===== src/hdl/dbc_pkg.sv =====
// Package: command encodings, bank states, power states and timing constants.
`default_nettype none
package dbc_pkg;
    localparam int NUM_BANKS = 8;
    localparam int BA_W = 3;
    localparam int CNT_W = 16;
    localparam int CLK_PERIOD_PS = 5000;
    // Timing values in ns, plain defaults; counts are cycles rounded up
    localparam int T_PAGE_CLOSE_NS = 15;
    localparam int T_ACT_TO_COL_NS = 15;
    localparam int T_WRITE_RECOVER_NS = 10;
    localparam int T_WRITE_AUTOCLOSE_RECOVER_NS = 25;
    localparam int T_REFRESH_CYCLE_NS = 60;
    localparam int T_MODE_SET_RECOVER_NS = 10;
    localparam int T_POWERDOWN_EXIT_NS = 10;
    localparam int T_LOCK_NS = 1000;
    localparam int BURST_LEN = 4;
    function automatic logic [CNT_W-1:0] ns2cyc(input int ns);
        int c;
        c = (ns * 1000 + CLK_PERIOD_PS - 1) / CLK_PERIOD_PS;
        if (c < 1) begin
            c = 1;
        end
        return c[CNT_W-1:0];
    endfunction
    localparam logic [CNT_W-1:0] C_PAGE_CLOSE = ns2cyc(T_PAGE_CLOSE_NS);
    localparam logic [CNT_W-1:0] C_ACT_TO_COL = ns2cyc(T_ACT_TO_COL_NS);
    localparam logic [CNT_W-1:0] C_WRITE_RECOVER = ns2cyc(T_WRITE_RECOVER_NS);
    localparam logic [CNT_W-1:0] C_WRITE_AC_RECOVER = ns2cyc(T_WRITE_AUTOCLOSE_RECOVER_NS);
    localparam logic [CNT_W-1:0] C_REFRESH_CYCLE = ns2cyc(T_REFRESH_CYCLE_NS);
    localparam logic [CNT_W-1:0] C_MODE_SET_RECOVER = ns2cyc(T_MODE_SET_RECOVER_NS);
    localparam logic [CNT_W-1:0] C_POWERDOWN_EXIT = ns2cyc(T_POWERDOWN_EXIT_NS);
    localparam logic [CNT_W-1:0] C_LOCK = ns2cyc(T_LOCK_NS);
    localparam logic [CNT_W-1:0] C_BURST = CNT_W'(BURST_LEN / 2);
    localparam logic [CNT_W-1:0] C_ONE = 16'h0001;
    localparam logic [CNT_W-1:0] C_ZERO = 16'h0000;

    // Decoded command at one rising edge
    typedef enum logic [3:0] {
        DBC_CMD_DESELECT = 4'h0,
        DBC_CMD_NOP = 4'h1,
        DBC_CMD_RESERVED = 4'h2,
        DBC_CMD_READ = 4'h3,
        DBC_CMD_WRITE = 4'h4,
        DBC_CMD_ACTIVATE = 4'h5,
        DBC_CMD_PAGE_CLOSE = 4'h6,
        DBC_CMD_REFRESH = 4'h7,
        DBC_CMD_MODE_SET = 4'h8
    } dbc_cmd_t;

    typedef enum logic [8:0] {
        DBC_B_IDLE = 9'h001,
        DBC_B_ACTIVATING = 9'h002,
        DBC_B_ACTIVE = 9'h004,
        DBC_B_READ = 9'h008,
        DBC_B_WRITE = 9'h010,
        DBC_B_WRITE_RECOVER = 9'h020,
        DBC_B_WRITE_AC_RECOVER = 9'h040,
        DBC_B_PAGE_CLOSING = 9'h080,
        DBC_B_READ_AC = 9'h100
    } dbc_bank_state_t;

    typedef enum logic [6:0] {
        DBC_P_NORMAL = 7'h01,
        DBC_P_REFRESHING = 7'h02,
        DBC_P_MODE_SETTING = 7'h04,
        DBC_P_POWER_DOWN = 7'h08,
        DBC_P_PD_EXIT = 7'h10,
        DBC_P_SELF_REFRESH = 7'h20,
        DBC_P_SR_RECOVERY = 7'h40
    } dbc_pwr_state_t;

    // Command pins; the strobes are active-low as on the device, auto_close and bank_addr are not
    typedef struct packed {
        logic power_down_n;
        logic cs_n;
        logic ras_n;
        logic cas_n;
        logic we_n;
        logic auto_close;
        logic [BA_W-1:0] bank_addr;
    } dbc_cmd_pins_t;
endpackage
`default_nettype wire


===== src/hdl/dbc_bank_fsm.sv =====
// Bank command and power-state machine of an eight-bank double-data-rate memory.
// What this block does
// - Page closing: no-operation idles after t_page_close; closes act as no-operation.
// - Activating: no-operation reaches active after t_act_to_col; all else illegal.
// - Write recovery: no-operation returns active after t_write_recover; others but a write illegal.
// - Write recovery accepts a new write; its auto_close decides closing after burst.
// - Write recovery with auto-close idles after t_write_autoclose_recover; others illegal.
// - Refreshing: only no-operation allowed; idle after t_refresh_cycle.
// - Mode setting: only no-operation allowed; idle after t_mode_set_recover.
// - All-bank page close acts on every bank.
// - Illegality is judged per bank: against the addressed bank's state, and against every bank for refresh, mode set and all-bank close.
// - During auto-close recovery, commands to other banks may be legal.
// - Self-refresh holds while low; exit goes through recovery, idle after t_lock.
// - Power-down holds while low; exit with no-operation, idle after t_powerdown_exit.
// - All idle: low with no-operation enters power-down, with refresh self-refresh.
// - Commands are latched on the rising edge of the true master clock.
// - Data moves on both clock edges, two words per period.
// - Page close: auto_close high closes all banks, low closes the addressed bank.
// - Read or write with auto_close closes the bank at the end of the burst.
`default_nettype none
module dbc_bank_fsm (
    input wire logic core_clk_in,
    input wire logic sys_rst_in,
    input wire dbc_pkg::dbc_cmd_pins_t cmd_pins_in,
    output logic [dbc_pkg::NUM_BANKS-1:0] bank_idle_out,
    output logic [dbc_pkg::NUM_BANKS-1:0] bank_open_out,
    output logic [dbc_pkg::NUM_BANKS-1:0] bank_burst_out,
    output logic all_idle_out,
    output logic power_down_out,
    output logic self_refresh_out,
    output logic dq_both_edges_out,
    output logic illegal_out
);
    // Pins from the memory controller: two flops before any decode
    dbc_pkg::dbc_cmd_pins_t pin_meta_q;
    dbc_pkg::dbc_cmd_pins_t pin_q;
    logic pd_prev_q;
    dbc_pkg::dbc_cmd_t cmd_d;
    dbc_pkg::dbc_bank_state_t bst_q [dbc_pkg::NUM_BANKS];
    logic [dbc_pkg::CNT_W-1:0] bcnt_q [dbc_pkg::NUM_BANKS];
    dbc_pkg::dbc_pwr_state_t pst_q;
    logic [dbc_pkg::CNT_W-1:0] pcnt_q;
    logic [dbc_pkg::NUM_BANKS-1:0] idle_d;
    logic [dbc_pkg::NUM_BANKS-1:0] burst_d;
    logic [dbc_pkg::NUM_BANKS-1:0] bank_bad_d;
    logic all_idle_d;
    logic normal_d;
    logic pwr_bad_d;
    logic is_nop;
    logic [dbc_pkg::NUM_BANKS-1:0] wr_ac_q;

    always_ff @(posedge core_clk_in) begin
        pin_meta_q <= cmd_pins_in;
        pin_q <= pin_meta_q;
        pd_prev_q <= pin_q.power_down_n;
    end

    always_comb begin
        if (pin_q.cs_n) begin
            cmd_d = dbc_pkg::DBC_CMD_DESELECT;
        end else begin
            case ({pin_q.ras_n, pin_q.cas_n, pin_q.we_n})
                3'h7: cmd_d = dbc_pkg::DBC_CMD_NOP;
                3'h6: cmd_d = dbc_pkg::DBC_CMD_RESERVED;
                3'h5: cmd_d = dbc_pkg::DBC_CMD_READ;
                3'h4: cmd_d = dbc_pkg::DBC_CMD_WRITE;
                3'h3: cmd_d = dbc_pkg::DBC_CMD_ACTIVATE;
                3'h2: cmd_d = dbc_pkg::DBC_CMD_PAGE_CLOSE;
                3'h1: cmd_d = dbc_pkg::DBC_CMD_REFRESH;
                default: cmd_d = dbc_pkg::DBC_CMD_MODE_SET;
            endcase
        end
    end

    assign is_nop = (cmd_d == dbc_pkg::DBC_CMD_DESELECT) || (cmd_d == dbc_pkg::DBC_CMD_NOP);
    assign normal_d = (pst_q == dbc_pkg::DBC_P_NORMAL) && pd_prev_q && pin_q.power_down_n;

    always_comb begin
        for (int i = 0; i < dbc_pkg::NUM_BANKS; i++) begin
            idle_d[i] = (bst_q[i] == dbc_pkg::DBC_B_IDLE);
            burst_d[i] = (bst_q[i] == dbc_pkg::DBC_B_READ) || (bst_q[i] == dbc_pkg::DBC_B_WRITE)
                || (bst_q[i] == dbc_pkg::DBC_B_READ_AC);
        end
    end
    assign all_idle_d = &idle_d;

    // Per-bank legality against the addressed bank's own state; refresh, mode set and all-bank close check every bank
    always_comb begin
        for (int i = 0; i < dbc_pkg::NUM_BANKS; i++) begin
            logic hit;
            logic pc_hit;
            hit = (pin_q.bank_addr == i[dbc_pkg::BA_W-1:0]);
            pc_hit = (cmd_d == dbc_pkg::DBC_CMD_PAGE_CLOSE) && (hit || pin_q.auto_close);
            bank_bad_d[i] = 1'b0;
            if (normal_d && !is_nop) begin
                case (bst_q[i])
                    dbc_pkg::DBC_B_IDLE:
                        bank_bad_d[i] = hit && ((cmd_d == dbc_pkg::DBC_CMD_READ)
                            || (cmd_d == dbc_pkg::DBC_CMD_WRITE)
                            || (cmd_d == dbc_pkg::DBC_CMD_RESERVED));
                    dbc_pkg::DBC_B_ACTIVE:
                        bank_bad_d[i] = hit && ((cmd_d == dbc_pkg::DBC_CMD_ACTIVATE)
                            || (cmd_d == dbc_pkg::DBC_CMD_RESERVED));
                    dbc_pkg::DBC_B_PAGE_CLOSING:
                        bank_bad_d[i] = hit && (cmd_d != dbc_pkg::DBC_CMD_PAGE_CLOSE);
                    dbc_pkg::DBC_B_WRITE_RECOVER:
                        bank_bad_d[i] = (hit && (cmd_d != dbc_pkg::DBC_CMD_WRITE)) || pc_hit;
                    default: // and bursting banks
                        bank_bad_d[i] = hit || pc_hit;
                endcase
            end
            if (normal_d && ((cmd_d == dbc_pkg::DBC_CMD_REFRESH)
                || (cmd_d == dbc_pkg::DBC_CMD_MODE_SET)) && !idle_d[i]) begin
                bank_bad_d[i] = 1'b1;
            end
        end
    end

    // Bank states; timers count down and the state moves when they reach one
    always_ff @(posedge core_clk_in) begin
        for (int i = 0; i < dbc_pkg::NUM_BANKS; i++) begin
            logic hit;
            logic done;
            hit = (pin_q.bank_addr == i[dbc_pkg::BA_W-1:0]);
            done = (bcnt_q[i] <= dbc_pkg::C_ONE);
            if (sys_rst_in) begin
                bst_q[i] <= dbc_pkg::DBC_B_IDLE;
                bcnt_q[i] <= dbc_pkg::C_ZERO;
            end else begin
                if (!done) begin
                    bcnt_q[i] <= bcnt_q[i] - dbc_pkg::C_ONE;
                end
                case (bst_q[i])
                    dbc_pkg::DBC_B_IDLE:
                        if (normal_d && hit && (cmd_d == dbc_pkg::DBC_CMD_ACTIVATE)) begin
                            bst_q[i] <= dbc_pkg::DBC_B_ACTIVATING;
                            bcnt_q[i] <= dbc_pkg::C_ACT_TO_COL;
                        end
                    dbc_pkg::DBC_B_ACTIVATING:
                        if (done) begin
                            bst_q[i] <= dbc_pkg::DBC_B_ACTIVE;
                        end
                    dbc_pkg::DBC_B_ACTIVE, dbc_pkg::DBC_B_WRITE_RECOVER:
                        if (normal_d && (cmd_d == dbc_pkg::DBC_CMD_PAGE_CLOSE)
                            && (hit || pin_q.auto_close)) begin
                            bst_q[i] <= dbc_pkg::DBC_B_PAGE_CLOSING;
                            bcnt_q[i] <= dbc_pkg::C_PAGE_CLOSE;
                        end else if (normal_d && hit && (cmd_d == dbc_pkg::DBC_CMD_READ)
                            && (bst_q[i] == dbc_pkg::DBC_B_ACTIVE)) begin
                            bst_q[i] <= pin_q.auto_close ? dbc_pkg::DBC_B_READ_AC
                                : dbc_pkg::DBC_B_READ;
                            bcnt_q[i] <= dbc_pkg::C_BURST;
                        end else if (normal_d && hit && (cmd_d == dbc_pkg::DBC_CMD_WRITE)) begin
                            // New write restarts the burst and re-samples auto_close
                            bst_q[i] <= dbc_pkg::DBC_B_WRITE;
                            bcnt_q[i] <= dbc_pkg::C_BURST;
                        end else if ((bst_q[i] == dbc_pkg::DBC_B_WRITE_RECOVER) && done) begin
                            bst_q[i] <= dbc_pkg::DBC_B_ACTIVE;
                        end
                    dbc_pkg::DBC_B_READ:
                        if (done) begin
                            bst_q[i] <= dbc_pkg::DBC_B_ACTIVE;
                        end
                    dbc_pkg::DBC_B_READ_AC:
                        if (done) begin
                            bst_q[i] <= dbc_pkg::DBC_B_PAGE_CLOSING;
                            bcnt_q[i] <= dbc_pkg::C_PAGE_CLOSE;
                        end
                    dbc_pkg::DBC_B_WRITE:
                        if (done) begin
                            bst_q[i] <= wr_ac_q[i] ? dbc_pkg::DBC_B_WRITE_AC_RECOVER
                                : dbc_pkg::DBC_B_WRITE_RECOVER;
                            bcnt_q[i] <= wr_ac_q[i] ? dbc_pkg::C_WRITE_AC_RECOVER
                                : dbc_pkg::C_WRITE_RECOVER;
                        end
                    dbc_pkg::DBC_B_WRITE_AC_RECOVER:
                        if (done) begin
                            bst_q[i] <= dbc_pkg::DBC_B_IDLE;
                        end
                    dbc_pkg::DBC_B_PAGE_CLOSING:
                        if (done) begin
                            bst_q[i] <= dbc_pkg::DBC_B_IDLE;
                        end
                    default:
                        bst_q[i] <= dbc_pkg::DBC_B_IDLE;
                endcase
            end
        end
    end

    // Auto-close flag of the latest write, per bank
    always_ff @(posedge core_clk_in) begin
        for (int i = 0; i < dbc_pkg::NUM_BANKS; i++) begin
            if (sys_rst_in) begin
                wr_ac_q[i] <= 1'b0;
            end else if (normal_d && (cmd_d == dbc_pkg::DBC_CMD_WRITE)
                && (pin_q.bank_addr == i[dbc_pkg::BA_W-1:0])) begin
                wr_ac_q[i] <= pin_q.auto_close;
            end
        end
    end

    // Power and whole-device state
    always_comb begin
        pwr_bad_d = 1'b0;
        case (pst_q)
            dbc_pkg::DBC_P_NORMAL:
                if (pd_prev_q && !pin_q.power_down_n) begin
                    // Entry only from all idle; a busy bank means a suspend attempt
                    pwr_bad_d = !all_idle_d || !(is_nop
                        || (cmd_d == dbc_pkg::DBC_CMD_REFRESH));
                end
            dbc_pkg::DBC_P_REFRESHING, dbc_pkg::DBC_P_MODE_SETTING:
                pwr_bad_d = !is_nop || !pin_q.power_down_n;
            dbc_pkg::DBC_P_POWER_DOWN, dbc_pkg::DBC_P_SELF_REFRESH:
                pwr_bad_d = pin_q.power_down_n && !is_nop;
            dbc_pkg::DBC_P_PD_EXIT, dbc_pkg::DBC_P_SR_RECOVERY:
                pwr_bad_d = !is_nop || !pin_q.power_down_n;
            default:
                pwr_bad_d = 1'b0;
        endcase
    end

    always_ff @(posedge core_clk_in) begin
        if (sys_rst_in) begin
            pst_q <= dbc_pkg::DBC_P_NORMAL;
            pcnt_q <= dbc_pkg::C_ZERO;
        end else begin
            if (pcnt_q > dbc_pkg::C_ONE) begin
                pcnt_q <= pcnt_q - dbc_pkg::C_ONE;
            end
            case (pst_q)
                dbc_pkg::DBC_P_NORMAL:
                    if (all_idle_d && pd_prev_q && !pin_q.power_down_n) begin
                        if (is_nop) begin
                            pst_q <= dbc_pkg::DBC_P_POWER_DOWN;
                        end else if (cmd_d == dbc_pkg::DBC_CMD_REFRESH) begin
                            pst_q <= dbc_pkg::DBC_P_SELF_REFRESH;
                        end
                    end else if (normal_d && all_idle_d) begin
                        if (cmd_d == dbc_pkg::DBC_CMD_REFRESH) begin
                            pst_q <= dbc_pkg::DBC_P_REFRESHING;
                            pcnt_q <= dbc_pkg::C_REFRESH_CYCLE;
                        end else if (cmd_d == dbc_pkg::DBC_CMD_MODE_SET) begin
                            pst_q <= dbc_pkg::DBC_P_MODE_SETTING;
                            pcnt_q <= dbc_pkg::C_MODE_SET_RECOVER;
                        end
                    end
                dbc_pkg::DBC_P_REFRESHING, dbc_pkg::DBC_P_MODE_SETTING,
                dbc_pkg::DBC_P_PD_EXIT, dbc_pkg::DBC_P_SR_RECOVERY:
                    if (pcnt_q <= dbc_pkg::C_ONE) begin
                        pst_q <= dbc_pkg::DBC_P_NORMAL;
                    end
                dbc_pkg::DBC_P_POWER_DOWN:
                    if (pin_q.power_down_n && is_nop) begin
                        pst_q <= dbc_pkg::DBC_P_PD_EXIT;
                        pcnt_q <= dbc_pkg::C_POWERDOWN_EXIT;
                    end
                dbc_pkg::DBC_P_SELF_REFRESH:
                    if (pin_q.power_down_n && is_nop) begin
                        pst_q <= dbc_pkg::DBC_P_SR_RECOVERY;
                        pcnt_q <= dbc_pkg::C_LOCK;
                    end
                default:
                    pst_q <= dbc_pkg::DBC_P_NORMAL;
            endcase
        end
    end

    // Registered status; illegal is a one-cycle pulse per offending edge
    always_ff @(posedge core_clk_in) begin
        if (sys_rst_in) begin
            bank_idle_out <= '1;
            bank_open_out <= '0;
            bank_burst_out <= '0;
            all_idle_out <= 1'b1;
            power_down_out <= 1'b0;
            self_refresh_out <= 1'b0;
            dq_both_edges_out <= 1'b0;
            illegal_out <= 1'b0;
        end else begin
            bank_idle_out <= idle_d;
            for (int i = 0; i < dbc_pkg::NUM_BANKS; i++) begin
                bank_open_out[i] <= (bst_q[i] == dbc_pkg::DBC_B_ACTIVE);
            end
            bank_burst_out <= burst_d;
            all_idle_out <= all_idle_d && (pst_q == dbc_pkg::DBC_P_NORMAL);
            power_down_out <= (pst_q == dbc_pkg::DBC_P_POWER_DOWN);
            self_refresh_out <= (pst_q == dbc_pkg::DBC_P_SELF_REFRESH);
            dq_both_edges_out <= |burst_d;
            illegal_out <= (|bank_bad_d) || pwr_bad_d;
        end
    end
endmodule
`default_nettype wire


===== config.mk =====
export PLATFORM = sky130hd
export DESIGN_NAME = dbc_bank_fsm
export DESIGN_NICKNAME = d
export VERILOG_FILES = /design/src/hdl/dbc_pkg.sv /design/src/hdl/dbc_bank_fsm.sv
export SDC_FILE = /design/constraint.sdc
export NUM_CORES = 1
export LEC_CHECK = 0
export CORE_ASPECT_RATIO = 1.5
export CORE_MARGIN = 5
export CORE_UTILIZATION = 50
export CTS_CLUSTER_SIZE = 20
export DETAILED_ROUTE_END_ITERATION = 10
export DONT_BUFFER_PORTS = 1
export PLACE_DENSITY_LB_ADDON = 0.2
export REMOVE_ABC_BUFFERS = 1
export SLEW_MARGIN = 15
export SYNTH_ARGS = -nofsm -noshare
export SYNTH_HDL_FRONTEND = slang
export SYNTH_SLANG_ARGS = --single-unit

===== constraint.sdc =====
create_clock -name core_clk_in -period 3 [get_ports core_clk_in]
set_input_delay 0 -clock core_clk_in [delete_from_list [all_inputs] [get_ports core_clk_in]]
set_output_delay 0 -clock core_clk_in [all_outputs]
set_load 0.01 [all_outputs]

==> impl_results.md, run 1 <==
- Post-route ant nets: 0
- Fin nets: 1,878
- Layout cells sized above 1: 0.145
- Post-synth EDFFs: 200
- Mapped Cells: 1,693
- Sequential share of the synthesized area: 0.480
- Fin Setup TNS: -0.000518 ns
- Placed standard-cell area: about 0.017 mm^2
- Max Cap Viol: 0
- CP most frequent cell: or4_4
- HPWL Detailed: about 32,000 um
- Average wire per standard cell: ~19 um
- Most frequent cells in the layout: nor2_1 (262), edfxtp_1 (200), buf_4 (167)
- Commonest non-fill, non-tap cell in the layout: nor2_1
- Min Clock Period, post-route: ~3 ns
- Worst-skew pair later-pin latency: around 0.56 ns
- Gp weighted congestion: between 0.9 and 1
- Buffers added on ports: 0
- FF+latch count, synth: 279
- Vias: between 10,000 and 15,000
- Clk slew on worst S/H paths: 0.07 ns
- PwrDens: 758 mW/mm^2
- # rows: ~80
- DRT iter0 DRCs: 1,154
- CP arrival: ~3.3 ns
- Vias in the first global route: around 14,000
- Vias per cell: 6.00
- Top FF cell, synth: edfxtp_1
- Leakage: approximately 7.1 nW
- Post-Syn Area: around 0.016 mm^2
- Worst Setup Path Type: reg -> reg
- Fillcell total: between 2,000 and 3,000
- Initial Utilization: 0.508
- IO Count: 40
- ANT cells: 0
- Worst-path maximum fanout: 4
- CP Cell Sequence: or4_4, or4_4, or4_4, or4_4, or2_4, o21a_1
- H-tree depth: 1
- Setup violators final: 1
- Outcome: finished with violations
- RSZ-0062 raised after global routing: true
- Worst Setup End Kind: flip-flop
- CP startpoint kind: flip-flop
- Reg2reg start: bcnt_q[0][59]
- First-pass GRT wire length: about 70,000 um
- Synth cell types: 80
- CP Launch Point: bcnt_q[0][59]
- WHS: roughly 0.077 ns
- Die Wd: 155 um
- Core area: roughly 0.031 mm^2
- CTS Buf Count: 28
- Clock Sinks: 279
- Initial antenna violation count: 0
- Fmax: around 0.33 GHz
- Max incr delay on CP: between 0.5 and 0.6 ns
- Pin count of the biggest net entering global routing: 87
- Tightest Hold Check Type: in -> reg
- Die H: approximately 230 um
- Fin crit share: 1.00
- Fin. Hold Viols: 0
- Yosys Warn Count: 0
- Worst Tran Pin Value: between 0.8 and 0.9 ns
- Failing checks: setup timing
- Max-slew violation count: 0
- Slowest CP cell: or4_4
- Area Overhead vs Synth: 18.5%
- VDD IR-drop max: ~0.53 mV
- Hold path startpoint: sys_rst_in
- Longest Clk Path Bufs: 3
- Avg Inst Size Synth: roughly 9.3 um^2
- GRT Util Overall: 0.240
- Setup ws final: -0.000518 ns
- Post-Place Setup Slack: between 0.001 and 0.0015 ns
- Die Area: about 0.035 mm^2
- Clock tree from TritonCTS: yes
- Remaining global-route overflow: 0
- Final wirelength: ~44,000 um
- Fin area: around 0.019 mm^2
- Post-synth ARST share: 0
- CTS root buf: clkbuf_16
- Max-Slew Margin vs Limit: 0.430
- WP data required: 3.31 ns
- DRC: 0
- Final Skew: approximately 0.019 ns
- TritonRoute pass-1 iters: 5
-- layout make-up --
cell class                      instances  area [um^2]  area share
Multi-Input combinational cell       1299         7840       0.418
Clock buffer                           35          822      0.0438
Inverter                               46          176     0.00941
Sequential cell                       279         7590       0.405
Clock inverter                         17          206      0.0110
Timing Repair Buffer                  195         1610      0.0860
Tap cell                              405          507      0.0270
-- sequential cells by signal, summed over array words and instances, names as in the netlist --
signal             count
bank_open_out          8
bank_idle_out          8
illegal_out            1
pcnt_q                16
pst_q                  7
bst_q                 72
pin_meta_q             9
self_refresh_out       1
all_idle_out           1
pd_prev_q              1
bcnt_q               128
dq_both_edges_out      1
wr_ac_q                8
power_down_out         1
bank_burst_out         8
pin_q                  9
-- cell families after synthesis --
family,Yosys count,share of synthesized area
simple gates,872,0.288
flops,279,0.480
compound gates,252,0.103
xor+xnor,151,0.0836
buf+inv,115,0.0278
fa+ha+maj,18,0.0142
mux,6,0.00403
-- synthesized netlist by cell type, types with 5 or more instances --
cell,number,area (um^2)
or3_1,37,231
dfxtp_1,79,1580
nand2b_1,30,188
nor3_1,119,596
buf_1,8,30.0
a211oi_1,7,52.6
nand4_1,30,188
clkbuf_1,54,203
and2_1,6,37.5
o41ai_1,7,61.3
edfxtp_1,200,6010
nand3b_1,8,60.1
or2_2,17,106
o21ai_0,61,305
nor2b_1,13,81.3
o211ai_1,10,75.1
ha_1,18,225
inv_1,46,173
o21a_1,6,45.0
buf_2,7,35.0
nor4_1,76,475
or4_1,32,240
and3_1,17,106
nor2_1,262,983
nand4b_1,6,52.6
o311ai_0,7,61.3
nor3b_1,12,90.1
o2111ai_1,6,52.6
nand3_1,52,260
xnor2_1,100,876
a21oi_1,70,350
nor4b_1,11,96.3
a31oi_1,10,62.6
nand2_1,109,409
o31ai_1,16,120
a21o_1,5,37.5
o32ai_1,6,52.6
xor2_1,51,447
-- power breakdown --
part,internal (W),switching (W),total [W]
logic,0.00206,0.00254,0.00459
registers,0.00511,0.000658,0.00577
clock network,0.00231,0.00154,0.00385
total,0.00948,0.00473,0.0142
-- per-stage QoR --
| stage | util | power [W] | instances |
|---|---|---|---|
| after global routing | 0.602 | 0.0151 | 2276 |
| after detailed placement | 0.559 | 0.0103 | 2196 |
| after global placement | 0.559 | 0.0102 | 2196 |
| after floorplan | - | 0.00901 | 1624 |
| after CTS | 0.599 | 0.0143 | 2270 |
| final | 0.602 | 0.0142 | 2276 |
-- routing by layer --
metal | up-vias | global-route usage | share of wire
met5 | - | 0 | 0
met1 | 6474 | 0.275 | 0.38
met4 | 0 | 0.126 | 0.057
met2 | 430 | 0.432 | 0.51
met3 | 144 | 0.0313 | 0.050
li1 | 6597 | - | -
-- path summary, 6_finish.rpt --
check / end / slack, ns / depth (start not counted)
setup / recovery: bcnt_q[0][49] / -0.0005 / 6
hold / removal: bst_q[1][11] / 0.08 / 3
setup reg to reg: bcnt_q[0][49] / -0.0005 / 6
hold reg to reg: pin_q[3] / 0.33 / 0
-- critical path, delay by kind of cell (launching register included) --
kind	cells	cell delay, ns
AOI/OAI and AO/OA	1	0.10
DFF	1	0.39
and+or+nand+nor	5	2.29
-- repair_timing --
action                                  CTS  global route
pin swaps                                 0             1
endpoints found under the setup margin    5           118
hold endpoints to repair                182             9
setup buffers                             1             5
gates resized for setup                   1            11
hold buffers                             21             1
Note: power is estimated with default switching activity, not from simulation.
==> run 2, diff against run 1 <==
Settings changed: RECOVER_POWER from default to 100.
==> run 2 against run 1 <==
Compared with the run above:
- the flow now finishes without violations
- critical path depth did not move
- flip-flop and latch count did not move
- hold slack lost 0.014 ns
- register-to-register slack about the same
- maximum frequency barely moved
==> impl_results.md, run 2 (synthesized netlist as in run 1, its figures left out) <==
- Outcome: finished clean
- Die Area: 0.0354 mm^2 (unchanged)
- Tightest Hold Check Type: in -> reg
- Leakage: 6.90 nW (-2.2%)
- Max-slew violation count: 0 (unchanged)
- Vias in the first global route: 13,583 (unchanged)
- Fmax: 0.333 GHz (about the same)
- GR met1 Demand/Resource: 0.275 (unchanged)
- Worst Setup End Kind: flip-flop
- HPWL Detailed: 31,700 um (unchanged)
- DRT iter0 DRCs: 1,023 (-11%)
- TritonRoute pass-1 iters: 6 (+1)
- GRT Util Overall: 0.240 (unchanged)
- Biggest regs: bcnt_q (128), bst_q (72), pcnt_q (16)
- Reg2reg path depth: 6 (unchanged)
- Longest Clk Path Bufs: 3 (unchanged)
- Setup violators final: 0 (-1)
- VDD IR-drop max: 0.536 mV (+0.22%)
- RSZ-0062 raised after global routing: true
- CP arrival: 3.31 ns (about the same)
- Clock tree from TritonCTS: yes
- Critical R2R Capture: bcnt_q[0][49]
- Most frequent cells in the layout: nor2_1 (262), edfxtp_1 (200), buf_4 (124)
- CTS Buf Count: 28 (unchanged)
- H-tree depth: 1 (unchanged)
- Average wire per standard cell: 19.1 um (about the same)
- WHS: 0.0634 ns (-0.0138 ns)
- First-pass GRT wire length: 69,700 um (unchanged)
- Max-Slew Margin vs Limit: 0.439 (+0.00908)
- Pin count of the biggest net entering global routing: 87 (unchanged)
- Die H: 228 um (unchanged)
- Max Cap Viol: 0 (unchanged)
- ANT cells: 0 (unchanged)
- Initial antenna violation count: 0 (unchanged)
- GR peak layer: met2
- Vias per cell: 6.01 (+0.32%)
- Max FFs per register: 128 (unchanged)
- Final Skew: 0.0204 ns (+0.00140 ns)
- GRT met3 Usage: 0.0313 (unchanged)
- CP Launch Point: bcnt_q[0][59]
- Worst-path maximum fanout: 4 (unchanged)
- Remaining global-route overflow: 0 (unchanged)
- Min Clock Period, post-route: 3.00 ns (-0.00100 ns)
- Power Total: 0.0141 W (-0.77%)
- Gp weighted congestion: 0.992 (unchanged)
- Die Wd: 155 um (unchanged)
- Fin crit share: 1.00 (about the same)
- IO Count: 40 (unchanged)
- Fin Setup TNS: 0 ns (+0.000518 ns)
- Initial Utilization: 0.508 (unchanged)
- Fillcell total: 2,753 (+1.7%)
- Most flop-heavy register: bcnt_q
- Worst-skew pair later-pin latency: 0.57 ns (about the same)
- Clk slew on worst S/H paths: 0.07 ns (about the same)
- DRC: 0 (unchanged)
- R2R setup slack: 0.0005 ns (about the same)
- Area Overhead vs Synth: 17.2%
- Layout cells sized above 1: 0.127 (-0.0182)
- Reg2reg start: bcnt_q[0][59]
- Final wirelength: 43,600 um (about the same)
- Fin cells: 2,276 (unchanged)
- Buffers added on ports: 0 (unchanged)
- CP endpoint: bcnt_q[0][49]
- Commonest non-fill, non-tap cell in the layout: nor2_1
- Worst Setup Path Type: reg -> reg
- Clock Sinks: 279 (unchanged)
- Inst Count DP: 2,196 (unchanged)
- Core area: 0.0311 mm^2 (unchanged)
- Post-route ant nets: 0 (unchanged)
- GR Util met2: 0.432 (unchanged)
- Fin nets: 1,878 (unchanged)
- PwrDens: 761 mW/mm^2 (+0.41%)
- CTS root buf: clkbuf_16
- Vias: 13,689 (+0.32%)
- Fin. Hold Viols: 0 (unchanged)
- WP data required: 3.31 ns (about the same)
- Worst Tran Pin Value: 0.840 ns (-0.0136 ns)
- CP startpoint kind: flip-flop
- # rows: 79 (unchanged)
[run 2: cell type report]
class                           count  area (um^2)  area share
Timing Repair Buffer              195         1410      0.0761
Clock buffer                       35          822      0.0444
Clock inverter                     17          206      0.0111
Sequential cell                   279         7590       0.409
Inverter                           46          176     0.00952
Tap cell                          405          507      0.0273
Multi-Input combinational cell   1299         7820       0.422
[run 2: timing repair]
action,in CTS,in global routing
hold endpoints to repair,182,9
setup buffers,1,5
endpoints found under the setup margin,5,118
pin swaps,0,1
hold buffers,21,1
gates resized for setup,1,11
[run 2: power by group]
group | switching [W] | leakage [nW] | internal [W] | total, W
clock network | 0.00154 | 0.508 | 0.00231 | 0.00385
registers | 0.000654 | 2.93 | 0.00511 | 0.00577
logic | 0.00252 | 3.46 | 0.00196 | 0.00449
[run 2: per-layer routing]
layer / vias to the layer above / part of all wire
met5: - / 0
met3: 156 / 0.054
met4: 0 / 0.058
met1: 6484 / 0.38
met2: 459 / 0.51
li1: 6590 / -
[run 2: critical path, cell delays in order, from the launching register on]
cell and delay, ns:
edfxtp_1 0.38, or4_4 0.55, or4_4 0.46, or4_4 0.50
or4_4 0.53, or2_4 0.25, o21a_1 0.10
[run 2: through the flow]
| step | setup slack [ns] | util | cell area, um^2 |
|---|---|---|---|
| 6_report | 0.000485 | 0.595 | 18500 |
| 2_1_floorplan | -0.339 | - | 15500 |
| 4_1_cts | -0.000782 | 0.599 | 18700 |
| 3_5_place_dp | 0.00118 | 0.559 | 17400 |
| 5_1_grt | -0.0512 | 0.595 | 18500 |
| 3_3_place_gp | 0.0352 | 0.559 | 17400 |
[run 2: how the worst min path moves through the flow]
stage	startpoint	to	slack, ns	cells past startpoint
global placement	cmd_pins_in[4]	pin_meta_q[4]	0.03	0
global route	sys_rst_in	bst_q[1][11]	0.06	3
floorplan	cmd_pins_in[0]	pin_meta_q[0]	0.03	0
detailed placement	cmd_pins_in[4]	pin_meta_q[4]	0.03	0
CTS	sys_rst_in	bst_q[1][11]	0.04	3
finish	sys_rst_in	bst_q[1][11]	0.06	3
